## config.mk

```make
export PLATFORM = sky130hd
export DESIGN_NAME = pwmpac_top
export DESIGN_NICKNAME = d
export VERILOG_FILES = /design/src/rtl/pwmpac_pkg.sv /design/src/rtl/pwmpac_tap.sv /design/src/rtl/pwmpac_top.sv
export SDC_FILE = /design/constraint.sdc
export NUM_CORES = 1
export LEC_CHECK = 0
export BUFFER_PORTS_ARGS = -buffer_cell sky130_fd_sc_hd__buf_2
export CAP_MARGIN = 0
export CORE_AREA = 2 2 96 98
export CTS_CLUSTER_DIAMETER = 120
export DETAILED_ROUTE_END_ITERATION = 8
export DIE_AREA = 0 0 98 100
export GPL_TIMING_DRIVEN = 0
export PLACE_DENSITY_LB_ADDON = 0.2
export SLEW_MARGIN = 20
export SYNTH_ARGS = -nofsm -noshare
export SYNTH_HDL_FRONTEND = slang
export SYNTH_SLANG_ARGS = --single-unit
```

## constraint.sdc

```tcl
create_clock -name aclk -period 2.4 [get_ports aclk]
set_input_delay 0.12 -clock aclk [delete_from_list [all_inputs] [get_ports aclk]]
set_output_delay 0.12 -clock aclk [all_outputs]
set_load 0.02 [all_outputs]
```

## src/rtl/pwmpac_pkg.sv

```systemverilog
// Package with register map, field positions and shared types.
package pwmpac_pkg;

   // ==========================================================
   // Register map (byte addresses, one aligned word each)
   // ==========================================================
   localparam logic [3:0] PRESCALE_IDX = 4'h3;
   localparam logic [3:0] ALIGN_IDX = 4'h4;
   localparam logic [3:0] CONTROL_IDX = 4'h5;
   localparam logic [5:0] PRESCALE_ADDR = {PRESCALE_IDX, 2'h0};
   localparam logic [5:0] ALIGN_ADDR = {ALIGN_IDX, 2'h0};
   localparam logic [5:0] CONTROL_ADDR = {CONTROL_IDX, 2'h0};
   localparam int ADDR_W = 6;

   // ==========================================================
   // Reset values
   // ==========================================================
   localparam logic [7:0] PRESCALE_RST = 8'h00;
   localparam logic [7:0] ALIGN_RST = 8'h00;
   localparam logic [7:0] CONTROL_RST = 8'h00;

   // ==========================================================
   // Field positions and masks
   // ==========================================================
   localparam int CLKB_LSB = 4;
   localparam int CLKA_LSB = 0;
   localparam int JOIN67_BIT = 7;
   localparam int JOIN45_BIT = 6;
   localparam int JOIN23_BIT = 5;
   localparam int JOIN01_BIT = 4;
   localparam int WAIT_BIT = 3;
   localparam int FREEZE_BIT = 2;
   localparam logic [7:0] PRESCALE_MASK = 8'h77;
   localparam logic [7:0] ALIGN_MASK = 8'hff;
   localparam logic [7:0] CONTROL_MASK = 8'hfc;

   // ==========================================================
   // Prescaler and AXI constants
   // ==========================================================
   localparam int DIV_W = 7;
   localparam logic [1:0] RESP_OKAY = 2'h0;
   localparam logic [1:0] RESP_SLVERR = 2'h2;

   // ==========================================================
   // Types
   // ==========================================================
   typedef struct packed {
      logic [2:0] clock_b_divider_select;
      logic [2:0] clock_a_divider_select;
   } pwmpac_prescale_s;

   typedef struct packed {
      logic [3:0] join_pairs;
      logic stop_in_wait;
      logic stop_in_freeze;
   } pwmpac_control_s;

   typedef struct packed {
      logic [7:0] enable;
      logic [7:0] polarity;
      logic [7:0] center;
      logic [7:0] scaled_clock_choice;
   } pwmpac_chan_s;

endpackage : pwmpac_pkg

```

## src/rtl/pwmpac_tap.sv

```systemverilog
// Divider tap: one-cycle enable pulse at the selected bus-clock division.
module pwmpac_tap (
   // Counter state
   input wire logic [pwmpac_pkg::DIV_W-1:0] count,
   input wire logic run,
   // Selection
   input wire logic [2:0] sel,
   // Pulse out
   output logic tick
);

   logic [pwmpac_pkg::DIV_W:0] mask;

   // Division by 2**sel fires when the low sel counter bits are all zero.
   always_comb begin
      mask = (8'h01 << sel) - 8'h01;
      tick = run && ((count & mask[pwmpac_pkg::DIV_W-1:0]) == 7'h00);
   end

endmodule : pwmpac_tap

```

## src/rtl/pwmpac_top.sv

```systemverilog
// Prescaler, alignment and pair-join control with AXI4-Lite registers.
// =============================================================
module pwmpac_top (
   // Clock and reset
   input wire logic aclk,
   input wire logic aresetn,
   // AXI4-Lite write address
   input wire logic [31:0] s_axi_awaddr,
   input wire logic s_axi_awvalid,
   output logic s_axi_awready,
   // AXI4-Lite write data
   input wire logic [31:0] s_axi_wdata,
   input wire logic [3:0] s_axi_wstrb,
   input wire logic s_axi_wvalid,
   output logic s_axi_wready,
   // AXI4-Lite write response
   output logic [1:0] s_axi_bresp,
   output logic s_axi_bvalid,
   input wire logic s_axi_bready,
   // AXI4-Lite read address
   input wire logic [31:0] s_axi_araddr,
   input wire logic s_axi_arvalid,
   output logic s_axi_arready,
   // AXI4-Lite read data
   output logic [31:0] s_axi_rdata,
   output logic [1:0] s_axi_rresp,
   output logic s_axi_rvalid,
   input wire logic s_axi_rready,
   // Operating modes
   input wire logic wait_mode,
   input wire logic freeze_mode,
   // Channel settings from the channel registers
   input wire pwmpac_pkg::pwmpac_chan_s chan_in,
   input wire logic clock_sa_tick,
   input wire logic clock_sb_tick,
   input wire logic [7:0] chan_wave,
   // Prescaled clocks to the channel logic
   output logic clock_a_tick,
   output logic clock_b_tick,
   output logic [7:0] chan_clock_tick,
   // Effective per-channel settings
   output pwmpac_pkg::pwmpac_chan_s chan_eff,
   output logic [3:0] join_pairs,
   // Output port
   output logic [7:0] modulator_output_port
);

   // ==========================================================
   // Registers
   // ==========================================================
   pwmpac_pkg::pwmpac_prescale_s prescale_q;
   logic [7:0] center_aligned_mode_bits_q;
   pwmpac_pkg::pwmpac_control_s control_q;
   logic [pwmpac_pkg::DIV_W-1:0] div_cnt_q;
   logic [7:0] port_q;

   // ==========================================================
   // AXI4-Lite slave
   // ==========================================================
   logic aw_held_q;
   logic w_held_q;
   logic [pwmpac_pkg::ADDR_W-1:0] awaddr_q;
   logic [7:0] wdata_q;
   logic wstrb0_q;
   logic bvalid_q;
   logic [1:0] bresp_q;
   logic rvalid_q;
   logic [31:0] rdata_q;
   logic [1:0] rresp_q;
   logic wr_go;
   logic aw_hit;

   assign s_axi_awready = !aw_held_q && !bvalid_q;
   assign s_axi_wready = !w_held_q && !bvalid_q;
   assign s_axi_arready = !rvalid_q;
   assign s_axi_bvalid = bvalid_q;
   assign s_axi_bresp = bresp_q;
   assign s_axi_rvalid = rvalid_q;
   assign s_axi_rdata = rdata_q;
   assign s_axi_rresp = rresp_q;
   assign wr_go = aw_held_q && w_held_q && !bvalid_q;
   assign aw_hit = (awaddr_q == pwmpac_pkg::PRESCALE_ADDR) ||
                   (awaddr_q == pwmpac_pkg::ALIGN_ADDR) ||
                   (awaddr_q == pwmpac_pkg::CONTROL_ADDR);

   // Address and data are caught in either order.
   always_ff @(posedge aclk) begin
      if (!aresetn) begin
         aw_held_q <= 1'b0;
         awaddr_q <= 6'h00;
      end else if (s_axi_awvalid && s_axi_awready) begin
         aw_held_q <= 1'b1;
         awaddr_q <= s_axi_awaddr[pwmpac_pkg::ADDR_W-1:0];
      end else if (wr_go) begin
         aw_held_q <= 1'b0;
      end
   end

   always_ff @(posedge aclk) begin
      if (!aresetn) begin
         w_held_q <= 1'b0;
         wdata_q <= 8'h00;
         wstrb0_q <= 1'b0;
      end else if (s_axi_wvalid && s_axi_wready) begin
         w_held_q <= 1'b1;
         wdata_q <= s_axi_wdata[7:0];
         wstrb0_q <= s_axi_wstrb[0];
      end else if (wr_go) begin
         w_held_q <= 1'b0;
      end
   end

   always_ff @(posedge aclk) begin
      if (!aresetn) begin
         bvalid_q <= 1'b0;
         bresp_q <= pwmpac_pkg::RESP_OKAY;
      end else if (wr_go) begin
         bvalid_q <= 1'b1;
         bresp_q <= aw_hit ? pwmpac_pkg::RESP_OKAY :
                             pwmpac_pkg::RESP_SLVERR;
      end else if (s_axi_bready) begin
         bvalid_q <= 1'b0;
      end
   end

   // Register writes land at any time, frozen or not.
   always_ff @(posedge aclk) begin
      if (!aresetn) begin
         prescale_q <= 6'h00;
         center_aligned_mode_bits_q <= pwmpac_pkg::ALIGN_RST;
         control_q <= 6'h00;
      end else if (wr_go && wstrb0_q) begin
         unique case (awaddr_q)
            pwmpac_pkg::PRESCALE_ADDR: begin
               prescale_q <= {wdata_q[pwmpac_pkg::CLKB_LSB +: 3],
                              wdata_q[pwmpac_pkg::CLKA_LSB +: 3]};
            end
            pwmpac_pkg::ALIGN_ADDR: begin
               center_aligned_mode_bits_q <= wdata_q;
            end
            pwmpac_pkg::CONTROL_ADDR: begin
               control_q <= {wdata_q[pwmpac_pkg::JOIN67_BIT],
                             wdata_q[pwmpac_pkg::JOIN45_BIT],
                             wdata_q[pwmpac_pkg::JOIN23_BIT],
                             wdata_q[pwmpac_pkg::JOIN01_BIT],
                             wdata_q[pwmpac_pkg::WAIT_BIT],
                             wdata_q[pwmpac_pkg::FREEZE_BIT]};
            end
            default: begin
            end
         endcase
      end
   end

   // Read path; bits without a function read zero.
   always_ff @(posedge aclk) begin
      if (!aresetn) begin
         rvalid_q <= 1'b0;
         rdata_q <= 32'h0000_0000;
         rresp_q <= pwmpac_pkg::RESP_OKAY;
      end else if (s_axi_arvalid && s_axi_arready) begin
         rvalid_q <= 1'b1;
         rresp_q <= pwmpac_pkg::RESP_OKAY;
         unique case (s_axi_araddr[pwmpac_pkg::ADDR_W-1:0])
            pwmpac_pkg::PRESCALE_ADDR: begin
               rdata_q <= {25'h0, prescale_q.clock_b_divider_select,
                           1'b0, prescale_q.clock_a_divider_select};
            end
            pwmpac_pkg::ALIGN_ADDR: begin
               rdata_q <= {24'h0, center_aligned_mode_bits_q};
            end
            pwmpac_pkg::CONTROL_ADDR: begin
               rdata_q <= {24'h0, control_q.join_pairs,
                           control_q.stop_in_wait,
                           control_q.stop_in_freeze, 2'h0};
            end
            default: begin
               rdata_q <= 32'h0000_0000;
               rresp_q <= pwmpac_pkg::RESP_SLVERR;
            end
         endcase
      end else if (s_axi_rready) begin
         rvalid_q <= 1'b0;
      end
   end

   // ==========================================================
   // Prescaler
   // ==========================================================
   logic pre_run;
   assign pre_run = !(wait_mode && control_q.stop_in_wait) &&
                    !(freeze_mode && control_q.stop_in_freeze) &&
                    (chan_in.enable != 8'h00);

   // Counter holds while gated and resumes from its held value when the gate opens.
   always_ff @(posedge aclk) begin
      if (!aresetn) begin
         div_cnt_q <= 7'h00;
      end else if (pre_run) begin
         div_cnt_q <= div_cnt_q + 7'h01;
      end
   end

   pwmpac_tap u_tap_a (
      .count(div_cnt_q),
      .run(pre_run),
      .sel(prescale_q.clock_a_divider_select),
      .tick(clock_a_tick)
   );

   pwmpac_tap u_tap_b (
      .count(div_cnt_q),
      .run(pre_run),
      .sel(prescale_q.clock_b_divider_select),
      .tick(clock_b_tick)
   );

   // ==========================================================
   // Channel routing
   // ==========================================================
   logic [7:0] even_off;
   assign join_pairs = control_q.join_pairs;
   assign even_off = {1'b0, join_pairs[3], 1'b0, join_pairs[2],
                      1'b0, join_pairs[1], 1'b0, join_pairs[0]};

   always_comb begin
      chan_eff.enable = chan_in.enable;
      chan_eff.polarity = chan_in.polarity;
      chan_eff.center = center_aligned_mode_bits_q;
      chan_eff.scaled_clock_choice = chan_in.scaled_clock_choice;
      for (int p = 0; p < 4; p++) begin
         if (join_pairs[p]) begin
            chan_eff.enable[2*p] = chan_in.enable[2*p+1];
            chan_eff.polarity[2*p] = chan_in.polarity[2*p+1];
            chan_eff.center[2*p] = center_aligned_mode_bits_q[2*p+1];
            chan_eff.scaled_clock_choice[2*p] =
               chan_in.scaled_clock_choice[2*p+1];
         end
      end
   end

   always_comb begin
      for (int c = 0; c < 8; c++) begin
         if (c == 2 || c == 3 || c == 6 || c == 7) begin
            chan_clock_tick[c] = chan_eff.scaled_clock_choice[c] ?
                                 clock_sb_tick : clock_b_tick;
         end else begin
            chan_clock_tick[c] = chan_eff.scaled_clock_choice[c] ?
                                 clock_sa_tick : clock_a_tick;
         end
      end
   end

   // Joined pairs silence the even pin; odd pin carries the 16-bit wave.
   always_ff @(posedge aclk) begin
      if (!aresetn) begin
         port_q <= 8'h00;
      end else begin
         port_q <= chan_wave & ~even_off;
      end
   end
   assign modulator_output_port = port_q;

   // ==========================================================
   // Assertions
   // ==========================================================
   property p_even_off;
      @(posedge aclk) disable iff (!aresetn)
      join_pairs[0] |=> !modulator_output_port[0];
   endproperty
   a_even_off: assert property (p_even_off)
      else $error("Joined even output not silenced.");

   property p_gate_freeze;
      @(posedge aclk) disable iff (!aresetn)
      (freeze_mode && control_q.stop_in_freeze) |->
         (!clock_a_tick && !clock_b_tick) ##1 $stable(div_cnt_q);
   endproperty
   a_gate_freeze: assert property (p_gate_freeze)
      else $error("Prescaler ran while frozen.");

   property p_gate_wait;
      @(posedge aclk) disable iff (!aresetn)
      (wait_mode && control_q.stop_in_wait) |-> !clock_a_tick && !clock_b_tick;
   endproperty
   a_gate_wait: assert property (p_gate_wait)
      else $error("Prescaler ran in wait mode.");

   property p_idle_stop;
      @(posedge aclk) disable iff (!aresetn)
      (chan_in.enable == 8'h00) |-> !clock_a_tick;
   endproperty
   a_idle_stop: assert property (p_idle_stop)
      else $error("Prescaler ran with no channel enabled.");

   property p_div_a128;
      @(posedge aclk) disable iff (!aresetn)
      (pre_run && prescale_q.clock_a_divider_select == 3'h7 &&
       clock_a_tick) |=> !clock_a_tick;
   endproperty
   a_div_a128: assert property (p_div_a128)
      else $error("Clock A pulsed twice in a row at divide 128.");

   property p_div_b1;
      @(posedge aclk) disable iff (!aresetn)
      (pre_run && prescale_q.clock_b_divider_select == 3'h0) |->
         clock_b_tick;
   endproperty
   a_div_b1: assert property (p_div_b1)
      else $error("Clock B missing at divide 1.");

   property p_join_cfg;
      @(posedge aclk) disable iff (!aresetn)
      join_pairs[3] |-> chan_eff.enable[6] == chan_in.enable[7] &&
         chan_eff.center[6] == center_aligned_mode_bits_q[7];
   endproperty
   a_join_cfg: assert property (p_join_cfg)
      else $error("Joined pair not governed by odd channel.");

   property p_ch2_src;
      @(posedge aclk) disable iff (!aresetn)
      !chan_eff.scaled_clock_choice[2] |->
         chan_clock_tick[2] == clock_b_tick;
   endproperty
   a_ch2_src: assert property (p_ch2_src)
      else $error("Channel 2 not on clock B.");

   property p_bresp_follows;
      @(posedge aclk) disable iff (!aresetn)
      wr_go |=> s_axi_bvalid;
   endproperty
   a_bresp_follows: assert property (p_bresp_follows)
      else $error("Write response missing.");

   c_join: cover property (@(posedge aclk) disable iff (!aresetn)
      join_pairs[1] && chan_wave[3]);
   c_freeze: cover property (@(posedge aclk) disable iff (!aresetn)
      freeze_mode && control_q.stop_in_freeze);
   c_div: cover property (@(posedge aclk) disable iff (!aresetn)
      prescale_q.clock_a_divider_select == 3'h7 && clock_a_tick);

endmodule : pwmpac_top

```

== Yosys cells after proc, flatten, opt, wreduce, memory -nomap -nowiden ==
Index checks and enable logic that the tools add are counted.

* Register bits: 90
* Logic and storage cells: 100

* Muxes and demuxes: 34
* Reductions and logical operators: 33
* Bitwise gates (word level): 4
* Eq/ne operators: 6
* Shift-type cells: 2
* Add/sub/neg operators: 3

{| class="wikitable"
|+ Operator list
! operator !! number
|-
| 1-bit 2-to-1 mux || 31
|-
| 6-bit by 5-bit equality test with 1-bit output (second input constant) || 4
|-
| 8-bit one-hot mux with 3 select lines || 1
|-
| 7-bit bitwise AND || 2
|-
| 1-bit logical AND || 14
|-
| 7-bit zero test || 2
|-
| 1-bit by 3-bit << shifter with 7-bit output (first input constant) || 2
|-
| 7-bit by 1-bit subtractor with 7-bit output (second input constant) || 2
|-
| 6-bit by 4-bit equality test with 1-bit output (second input constant) || 2
|-
| 8-bit bitwise AND || 1
|-
| 7-bit inverter with 8-bit output || 1
|-
| 2-bit nonzero test || 4
|-
| 8-bit nonzero test || 1
|-
| 7-bit by 1-bit adder with 7-bit output (second input constant) || 1
|-
| 1-bit zero test || 6
|-
| 2-bit AND reduction || 3
|-
| 2-bit 2-to-1 mux || 2
|-
| 3-bit OR reduction || 1
|-
| 1-bit logical OR || 2
|}

== Longest topological paths before layout ==
Gate-level depths: netlist of run 1.

* Depth after elaboration: 6
* Gate-level depth with buffers: 6

== Modules after synthesis ==
Synthesis of run 1 repeated with hierarchy kept, for this count alone.

* Cells, all modules: 372
* Area total of the unflattened synthesis: 3221.8 µm²

{| class="wikitable"
|+ Modules (own cells, without submodules)
! module !! instances !! cells an instance !! area each (µm²) !! seq. area each (µm²)
|-
| pwmpac_top || 1 || 356 || 3106.7 || 1281.2
|-
| pwmpac_tap || 2 || 8 || 57.6 || 0.0
|}

== Least setup slack after synthesis of run 1 ==
No wires, ideal clock.

* Path type: register to output
* From: register div_cnt_q[0] in the netlist's numbering
* To: output port chan_clock_tick[0]
* Slack: 397 ps
* Stages on the path, launching flop included: 6
* Arrival time: 1883 ps
* Cells stage by stage: dfxtp_1 buf_6 or4_4 a22o_1 a211oi_4 mux2_2

* Cells in the longest elaborated chain, start to end: 4

{| class="wikitable"
|+ RTL lines
! what !! RTL line !! source
|-
| start, declared || pwmpac_top.sv:54 || <nowiki>logic [pwmpac_pkg::DIV_W-1:0] div_cnt_q;</nowiki>
|-
| start signal, assigned || pwmpac_top.sv:200 || <nowiki>div_cnt_q <= div_cnt_q + 7'h01;</nowiki>
|-
| 7-bit bitwise AND || pwmpac_tap.sv:17 || <nowiki>tick = run && ((count & mask[pwmpac_pkg::DIV_W-1:0]) == 7'h00);</nowiki>
|-
| 7-bit zero test || pwmpac_tap.sv:17 ||
|-
| 1-bit logical AND || pwmpac_tap.sv:17 ||
|-
| named net clock_a_tick || pwmpac_top.sv:38 || <nowiki>output logic clock_a_tick,</nowiki>
|-
| 1-bit 2-to-1 mux || pwmpac_top.sv:248 || <nowiki>chan_clock_tick[c] = chan_eff.scaled_clock_choice[c] ?</nowiki>
|-
| end, declared || pwmpac_top.sv:40 || <nowiki>output logic [7:0] chan_clock_tick,</nowiki>
|}

The timed path passes the listed nets, and every way through them passes these cells.

== Worst setup path after layout of run 1 ==
* From: register div_cnt_q[1] in the netlist's numbering
* To: output port chan_clock_tick[5]

* Cells in the longest elaborated chain, start to end: 4

{| class="wikitable"
|+ RTL lines
! what !! RTL line
|-
| 7-bit bitwise AND || pwmpac_tap.sv:17
|-
| 7-bit zero test || pwmpac_tap.sv:17
|-
| 1-bit logical AND || pwmpac_tap.sv:17
|-
| 1-bit 2-to-1 mux || pwmpac_top.sv:248
|}

No other way between the ends.

==> results.json, run 1 <==
{
  "yosys-top-cells-count": "dfxtp_1 (64), nand2_1 (54), buf_4 (46), a21oi_1 (26), mux2i_1 (25)",
  "num_vias": 3123,
  "power_density_mw_per_mm2": 541,
  "clock_latency_ps": 330,
  "min_period_ps": 2320,
  "cp_data_arrival_time_ps": 2200,
  "hold-path-cell-count": 3,
  "place_ws_ps": 285,
  "cts_tree": "built",
  "synth.top_cell.area_share": 0.388,
  "hold_path_class": "input port to flip-flop",
  "wire_per_inst_um": 13.3,
  "async_flop_share": 0,
  "drtIter0Drc": 132,
  "yosysMostFrequentCell": "dfxtp_1",
  "p_leak_nw": 2.16,
  "clkTransAtPathRegs_ps": 70,
  "cts_buffer_depth": 2,
  "syn_to_final_growth_pct": 36.3,
  "totalWireLength_mm": 8.90,
  "antenna_found_initial": 0,
  "grt_pass1_wl_mm": 14.1,
  "die_width_um": 98,
  "worstPathRequired_ps": 2280,
  "synth_mux_area_frac": 0.144,
  "synth_cell_type_count": 43,
  "syn-cell-area_sq_mm": 0.00331,
  "start_kind": "flip-flop",
  "r2r_start": "awaddr_q[0]",
  "hold_viol": 0,
  "core-area_sq_mm": 0.00889,
  "setup_viol": 0,
  "cp.depth": 5,
  "ir_drop_v": 0.000368,
  "critPathSlowestCell": "or4_4",
  "crit_type": "flip-flop to output pin",
  "grt.overflow.total": 0,
  "start_util": 0.372,
  "synth_fa_ha_area_frac": 0.00379,
  "layout_setup_ws_ps": 81.8,
  "worstPathMaxFanout": 7,
  "tightest_slew_ps": 948,
  "slew_headroom": 0.362,
  "finalPower_mw": 2.44,
  "grt_usage": 0.179,
  "cp-end-kind": "output pin",
  "dieArea_sq_mm": 0.00980,
  "grt_pass1_vias": 2949,
  "clock_skew_ps": 7.90,
  "slew_viol_final": 0,
  "r2r_end": "center_aligned_mode_bits_q[6]",
  "synthCells": 379,
  "place_area_sq_mm": 0.00419,
  "hp-start": "s_axi_awaddr[0]",
  "synth-compound-area-share": 0.129,
  "drtAntennaViolNets": 0,
  "status": "finished clean",
  "timing.max_cap.violations": 0,
  "synth-edff-count": 0,
  "ff2ff_setup_slack_ps": 450,
  "critPathBufInv": 1,
  "final_area_sq_mm": 0.00451,
  "cp_top_family": "compound AO/OA/AOI/OAI gates",
  "fin_nets": 706,
  "yosysSeqAreaShare": 0.388,
  "fp.dieH_um": 100,
  "h-tree-depth": 3,
  "grt_max_degree": 11,
  "whs_endpoint": "awaddr_q[0]",
  "post-dp-hpwl_mm": 6.76,
  "synth_ff_type": "dfxtp_1",
  "max_freq_mhz": 431,
  "synth_seq_cells": 64,
  "ys_top_cells_by_area": "dfxtp_1 (39%), buf_4 (10%), mux2i_1 (7.6%)",
  "synth_xor_area_frac": 0.00795,
  "vias_per_cell": 4.67,
  "synth_top_area_cell": "dfxtp_1",
  "worstRegToRegCells": 6,
  "cts_root_buf": "clkbuf_8",
  "synth_top_family_by_area": "simple AND/OR/NAND/NOR gates",
  "cts.sinks": 64,
  "portBuffers": 130,
  "cts_buffers": 9,
  "num_rows": 35,
  "path_cells": "or4_4, a22o_1, a211oi_4, mux2_4, buf_6",
  "drc": 0,
  "first_pass_iters": 4,
  "yosysWarnings": 0,
  "fin_crit_sh": 0.966,
  "synthSimpleGateAreaFrac": 0.188,
  "syn_avg_cell_area_sq_um": 8.72,
  "drive_gt1_frac": 0.414,
  "place_congestion": 0.811,
  "slowest_delay_ps": 550,
  "diodes": 0,
  "ios": 246
}
-- layout make-up --
type,instances,area [sq um]
plain buffers,66,435
multi-input cells,268,1680
clock buffers,13,169
well taps,111,139
fillers,878,4380
flip-flops and latches,64,1280
clock inverters,2,13.8
inverters,5,18.8
repair buffers,140,773
-- worst max-delay path by stage --
stage / endpoint / startpoint
final: chan_clock_tick[5] / div_cnt_q[1]
after global routing: chan_clock_tick[5] / div_cnt_q[1]
after CTS: chan_clock_tick[4] / div_cnt_q[2]
after detailed placement: chan_clock_tick[2] / chan_in[25]
after global placement: chan_clock_tick[2] / chan_in[25]
after floorplan: chan_clock_tick[0] / div_cnt_q[0]
-- layout by cell type, fill, tap and decap left out, types with 2 or more instances in the layout --
| cell type | instances |
|---|---|
| a21o_1 | 3 |
| o21ai_0 | 10 |
| conb_1 | 26 |
| buf_2 | 126 |
| or3_1 | 7 |
| a211oi_1 | 2 |
| a211o_2 | 2 |
| buf_4 | 47 |
| nand3_1 | 15 |
| xnor2_1 | 3 |
| o21ai_2 | 8 |
| nand2_1 | 54 |
| or3b_2 | 2 |
| nor2_1 | 23 |
| clkbuf_8 | 12 |
| mux2_4 | 4 |
| a21oi_1 | 26 |
| o31ai_1 | 2 |
| nand2b_1 | 3 |
| dlygate4sd3_1 | 9 |
| mux2i_1 | 25 |
| and2_1 | 7 |
| buf_6 | 6 |
| or4_1 | 3 |
| nor4_1 | 2 |
| dfxtp_1 | 63 |
| a31oi_1 | 4 |
| clkbuf_1 | 17 |
| inv_1 | 5 |
| buf_1 | 2 |
| a22o_1 | 2 |
| mux2_2 | 16 |
| nor3_1 | 2 |
| nand3b_1 | 4 |
-- timing repair --
action,in CTS,in global routing
pin swaps,1,3
setup endpoints to repair,4,5
hold buffers,8,1
buffers inserted,1,0
hold endpoints to repair,8,1
gates resized for setup,0,13
-- registers in the layout, indices dropped and copies added (netlist names), 2 cells and up --
register,cells
center_aligned_mode_bits_q,8
s_axi_rdata,8
control_q,2
prescale_q,6
join_pairs,4
modulator_output_port,8
div_cnt_q,7
wdata_q,8
awaddr_q,6
-- per-stage QoR --
| step | TNS (ps) | cells | hold slack, ps | util |
|---|---|---|---|---|
| 6_report | 0 | 669 | 29.3 | 0.507 |
| 5_1_grt | -4.40 | 669 | 4.39 | 0.507 |
| 4_1_cts | 0 | 669 | 4.71 | 0.502 |
| 3_5_place_dp | 0 | 645 | 329 | 0.471 |
| 3_3_place_gp | 0 | 645 | 327 | 0.471 |
| 2_1_floorplan | 0 | 404 | 234 | - |
-- metal layers --
metal | up-vias | track usage | share of wire | routed length [um]
met4 | 0 | 0.0620 | 0.012 | 110
li1 | 1583 | - | - | -
met2 | 107 | 0.296 | 0.48 | 4250
met5 | - | 0 | 0 | 0
met3 | 8 | 0.0481 | 0.061 | 542
met1 | 1425 | 0.229 | 0.45 | 4000
-- power by group --
part / switching (mW) / internal (mW)
logic: 0.247 / 0.196
clock network: 0.408 / 0.455
registers: 0.0299 / 1.10
-- cell families after synthesis --
logic type,after synthesis
adders and majority gates,1
xor gates and xnor gates,3
and+or+nand+nor,128
buffers and inverters,72
AOI/OAI and AO/OA,65
muxes,45
other,1
DFF,64
-- worst min-delay path, cell delays in order --
cell,delay (ps)
buf_2,70
mux2i_1,60
nor2_1,70
Note: power is estimated with default switching activity, not from simulation.
==> run 2: changes to the inputs <==
--- a/config.mk
+++ b/config.mk
@@ -5,12 +5,12 @@
 export SDC_FILE = /design/constraint.sdc
 export NUM_CORES = 1
 export LEC_CHECK = 0
-export BUFFER_PORTS_ARGS = -buffer_cell sky130_fd_sc_hd__buf_2
 export CAP_MARGIN = 0
-export CORE_AREA = 2 2 96 98
+export CORE_AREA = 2 2 94 96
 export CTS_CLUSTER_DIAMETER = 120
 export DETAILED_ROUTE_END_ITERATION = 8
-export DIE_AREA = 0 0 98 100
+export DIE_AREA = 0 0 96 98
+export DONT_BUFFER_PORTS = 1
 export GPL_TIMING_DRIVEN = 0
 export PLACE_DENSITY_LB_ADDON = 0.2
 export SLEW_MARGIN = 20
==> results.json, run 2 (synthesis results as in run 1) <==
{
  "status": "finished clean",
  "h-tree-depth": 3,
  "whs_endpoint": "s_axi_rdata[7]",
  "portBuffers": 0,
  "clock_latency_ps": 340,
  "ff2ff_setup_slack_ps": 460,
  "max_freq_mhz": 435,
  "p_leak_nw": 1.72,
  "post-dp-hpwl_mm": 6.39,
  "cts_setup_buffers": 0,
  "startpoint": "div_cnt_q[1]",
  "drtIter0Drc": 90,
  "cts_root_buf": "clkbuf_8",
  "first_pass_iters": 4,
  "fin_crit_sh": 0.958,
  "cts_buffers": 9,
  "syn_to_final_growth_pct": 23.8,
  "n_fill_cell": 813,
  "grt_setup_unrepaired": "no",
  "crit_type": "flip-flop to output pin",
  "grt_pass1_wl_mm": 13.2,
  "ff_latch_area_sq_mm": 0.00129,
  "antenna_found_initial": 0,
  "diodes": 0,
  "grt_usage": 0.183,
  "fp.dieH_um": 98,
  "ios": 246,
  "drtAntennaViolNets": 0,
  "min_period_ps": 2300,
  "cp-end-kind": "output pin",
  "cts_tree": "built",
  "hold_path_class": "input port to flip-flop",
  "grt.overflow.total": 0,
  "vias_per_cell": 4.97,
  "cts.sinks": 64,
  "start_kind": "flip-flop",
  "num_vias": 2741,
  "drc": 0,
  "path_cells": "or4_4, a22o_1, a211oi_4, mux2_4",
  "hold_viol": 0,
  "cp_data_arrival_time_ps": 2180,
  "setup_viol": 0,
  "r2r_start": "awaddr_q[0]",
  "power_density_mw_per_mm2": 693,
  "start_util": 0.390,
  "hp-start": "s_axi_arvalid",
  "tightest_slew_ps": 756,
  "layout_common_cells": "dfxtp_1 (60), nand2_1 (54), buf_4 (46)",
  "hold-path-cell-count": 3,
  "dieArea_sq_mm": 0.00941,
  "slowest_delay_ps": 530,
  "multiInputGateArea_sq_mm": 0.00168,
  "wire_per_inst_um": 15.2,
  "clkTransAtPathRegs_ps": 70,
  "critPathSlowestCell": "or4_4",
  "core-area_sq_mm": 0.00847,
  "fin_nets": 591,
  "clock_skew_ps": 5.95,
  "worstPathMaxFanout": 7,
  "post-place-cells": 512,
  "grt_pass1_vias": 2589,
  "totalWireLength_mm": 8.41,
  "slew_headroom": 0.492,
  "place_congestion": 0.821,
  "grt_max_degree": 13,
  "tns_ps": 0,
  "timing.max_cap.violations": 0,
  "drive_gt1_frac": 0.236,
  "num_rows": 34,
  "worstRegToRegCells": 6,
  "worstPathRequired_ps": 2280,
  "final_cell_count_no_fill": 552,
  "ir_drop_v": 0.000418,
  "slew_viol_final": 0,
  "die_width_um": 96,
  "cts_buffer_depth": 2,
  "r2r_end": "center_aligned_mode_bits_q[6]",
  "mostFrequentLayoutCell": "dfxtp_1"
}
-- run 2: changes by cell type in the layout (fill, tap and decap cells not counted), sizes merged --
cell	before	now
buf	181	50
dlygate4sd3	9	25
bufinv	0	5
clkbuf	29	25
-- run 2: where the power goes --
part / total [mW] / switching [mW] / internal [mW]
Combinational: 0.344 / 0.198 / 0.146
Sequential: 1.15 / 0.0490 / 1.10
Clock: 1.34 / 0.438 / 0.903
-- run 2: layer usage --
layer,up-vias,share of wire,global-route usage
met5,-,0,0
met4,0,0.013,0.0571
met3,11,0.071,0.0540
met2,116,0.47,0.300
met1,1255,0.44,0.230
li1,1359,-,-
-- run 2: repair_timing --
item,4_1_cts,5_1_grt
hold buffers,25,0
pin swaps,3,0
endpoints found under the hold margin,25,0
endpoints found under the setup margin,5,4
resized for setup,5,3
-- run 2: layout make-up --
class / count / area share
flip-flops and latches: 64 / 0.314
clock inverters: 7 / 0.0410
inverters: 5 / 0.00459
well taps: 108 / 0.0330
plain buffers: 66 / 0.106
multi-input cells: 268 / 0.409
clock buffers: 9 / 0.0303
repair buffers: 25 / 0.0611
-- run 2: critical path: cells and delay by family, from the launching register on --
| family | cells | cell delay, ps |
|---|---|---|
| multiplexers | 1 | 290 |
| AND/OR/NAND/NOR | 1 | 530 |
| flip-flops | 1 | 360 |
| AO/OA/AOI/OAI | 2 | 660 |
-- run 2: how the worst max path moves through the flow --
stage                     depth (start not counted)                 end  slack, ps
after floorplan                                   5  chan_clock_tick[0]        400
after global placement                            5  chan_clock_tick[0]        230
final                                             4  chan_clock_tick[0]        100
after CTS                                         4  chan_clock_tick[0]         30
after detailed placement                          5  chan_clock_tick[0]        220
after global routing                              4  chan_clock_tick[0]         20
-- run 2: per-stage QoR --
step	cell area (sq um)	worst slack [ps]	hold WS, ps	utilization	power (mW)
6_report	4090	100	148	0.483	2.84
5_1_grt	4090	15.3	177	0.483	2.95
4_1_cts	4090	34.7	137	0.483	2.86
3_5_place_dp	3530	222	242	0.418	1.48
3_3_place_gp	3530	231	238	0.418	1.48
2_1_floorplan	3400	397	234	-	1.44
==> run 3: changes to the inputs <==
==> constraint.sdc (replaced) <==
create_clock -name aclk -period 1.8 [get_ports aclk]
set_input_delay 0.09 -clock aclk [delete_from_list [all_inputs] [get_ports aclk]]
set_output_delay 0.09 -clock aclk [all_outputs]
set_load 0.02 [all_outputs]
==> results.json, run 3 (synthesis results as in run 1) <==
{
  "setup_viol": 10,
  "fp.dieH_um": 98,
  "max_freq_mhz": 440,
  "totalWireLength_mm": 8.65,
  "drive_gt1_frac": 0.272,
  "crit_type": "flip-flop to output pin",
  "num_rows": 34,
  "drtAntennaViolNets": 0,
  "ir_drop_v": 0.000518,
  "diodes": 0,
  "switching_share": 0.269,
  "timing.max_cap.violations": 0,
  "grt_usage": 0.179,
  "grt_pass1_wl_mm": 12.6,
  "cts_root_buf": "clkbuf_8",
  "clockPowerShare": 0.393,
  "wire_per_inst_um": 15.5,
  "n_fill_cell": 828,
  "die_width_um": 96,
  "post-dp-hpwl_mm": 6.67,
  "grt_setup_unrepaired": "yes",
  "place_congestion": 0.782,
  "vias_per_cell": 4.98,
  "portBuffers": 0,
  "clock_skew_ps": 9.62,
  "cts_buffer_depth": 2,
  "hold_path_class": "input port to flip-flop",
  "pwr-share-comb": 0.147,
  "power_density_mw_per_mm2": 802,
  "clkTransAtPathRegs_ps": 70,
  "grt_max_degree": 12,
  "clock_latency_ps": 340,
  "place_area_sq_mm": 0.00356,
  "p_seq_frac": 0.461,
  "p_leak_nw": 1.75,
  "first_pass_iters": 4,
  "drtIter0Drc": 60,
  "syn_to_final_growth_pct": 25.7,
  "cts.sinks": 64,
  "tightest_slew_ps": 649,
  "fin_nets": 596,
  "mostFrequentLayoutCell": "dfxtp_1",
  "slew_headroom": 0.563,
  "worstPathMaxFanout": 5,
  "p_switching_mw": 0.896,
  "p_int_mw": 2.44,
  "violations": "negative setup slack",
  "start_kind": "flip-flop",
  "cts_buffers": 9,
  "ios": 246,
  "slew_viol_final": 0,
  "start_util": 0.390,
  "layout_setup_ws_ps": -472,
  "core-area_sq_mm": 0.00847,
  "finalPower_mw": 3.33,
  "cp_data_arrival_time_ps": 2180,
  "drc": 0,
  "layout_common_cells": "dfxtp_1 (58), nand2_1 (54), buf_4 (52)",
  "cts_tree": "built",
  "path_cells": "or4_4, a22o_1, a211oi_4, mux2_4",
  "dieArea_sq_mm": 0.00941,
  "worstPathRequired_ps": 1710,
  "status": "finished with violations",
  "cp-end-kind": "output pin",
  "fin_crit_sh": 1.26,
  "slowest_delay_ps": 510,
  "grt.overflow.total": 0,
  "num_vias": 2772,
  "h-tree-depth": 3,
  "min_period_ps": 2270,
  "final_area_sq_mm": 0.00416,
  "critPathSlowestCell": "or4_4",
  "hold_viol": 0,
  "antenna_found_initial": 0,
  "grt_pass1_vias": 2556
}
## run 3: repair_timing
action / in CTS / in global routing
pin swaps: 4 / 3
hold buffers: 25 / 0
gates cloned: 0 / 0
hold endpoints to repair: 25 / 0
setup buffers: 4 / 4
setup endpoints to repair: 19 / 19
resized for setup: 19 / 9
## run 3: area by class of cell
| cell class | count | area, sq um | share of cell area |
|---|---|---|---|
| timing repair buffer | 33 | 318 | 0.0765 |
| tap | 108 | 135 | 0.0325 |
| inverter | 5 | 23.8 | 0.00572 |
| multi-input combinational | 268 | 1740 | 0.419 |
| sequential | 64 | 1290 | 0.311 |
| clock buffer | 12 | 165 | 0.0397 |
| clock inverter | 4 | 51.3 | 0.0123 |
| buffer | 63 | 427 | 0.103 |
## run 3: power groups by stage
stage	Sequential, mW	Clock [mW]	Combinational [mW]
after global routing	1.54	1.42	0.531
after global placement	1.56	0	0.415
after CTS	1.54	1.35	0.476
after floorplan	1.55	0	0.373
final	1.54	1.31	0.489
after detailed placement	1.57	0	0.421
## run 3: final timing paths
path | slack (ps) | startpoint | to | cells past startpoint
max reg2reg | 90 | s_axi_bvalid | center_aligned_mode_bits_q[7] | 5
max | -470 | div_cnt_q[1] | chan_clock_tick[0] | 4
min reg2reg | 460 | wdata_q[3] | wdata_q[3] | 2
min | 120 | s_axi_wvalid | w_held_q | 2
## run 3: layer usage
layer / track usage / routed length [um] / vias up
li1: - / - / 1360
met4: 0.0363 / 58 / 0
met3: 0.0664 / 672 / 7
met5: 0 / 0 / -
met2: 0.331 / 4600 / 125
met1: 0.189 / 3320 / 1280
## run 3: critical path, delay by kind of cell (launching register included)
kind               cells  cell delay (ps)
muxes                  1              290
DFF                    1              350
AOI/OAI and AO/OA      2              680
and+or+nand+nor        1              510
## run 3: stage by stage
stage / hold slack, ps / setup TNS, ps / instances / setup slack, ps / util
after global placement: 209 / -941 / 512 / -179 / 0.421
after detailed placement: 209 / -1070 / 512 / -181 / 0.421
after floorplan: 204 / -114 / 404 / -28.4 / -
after CTS: 113 / -3570 / 553 / -490 / 0.484
after global routing: 146 / -4640 / 557 / -540 / 0.491
final: 124 / -4030 / 557 / -472 / 0.491
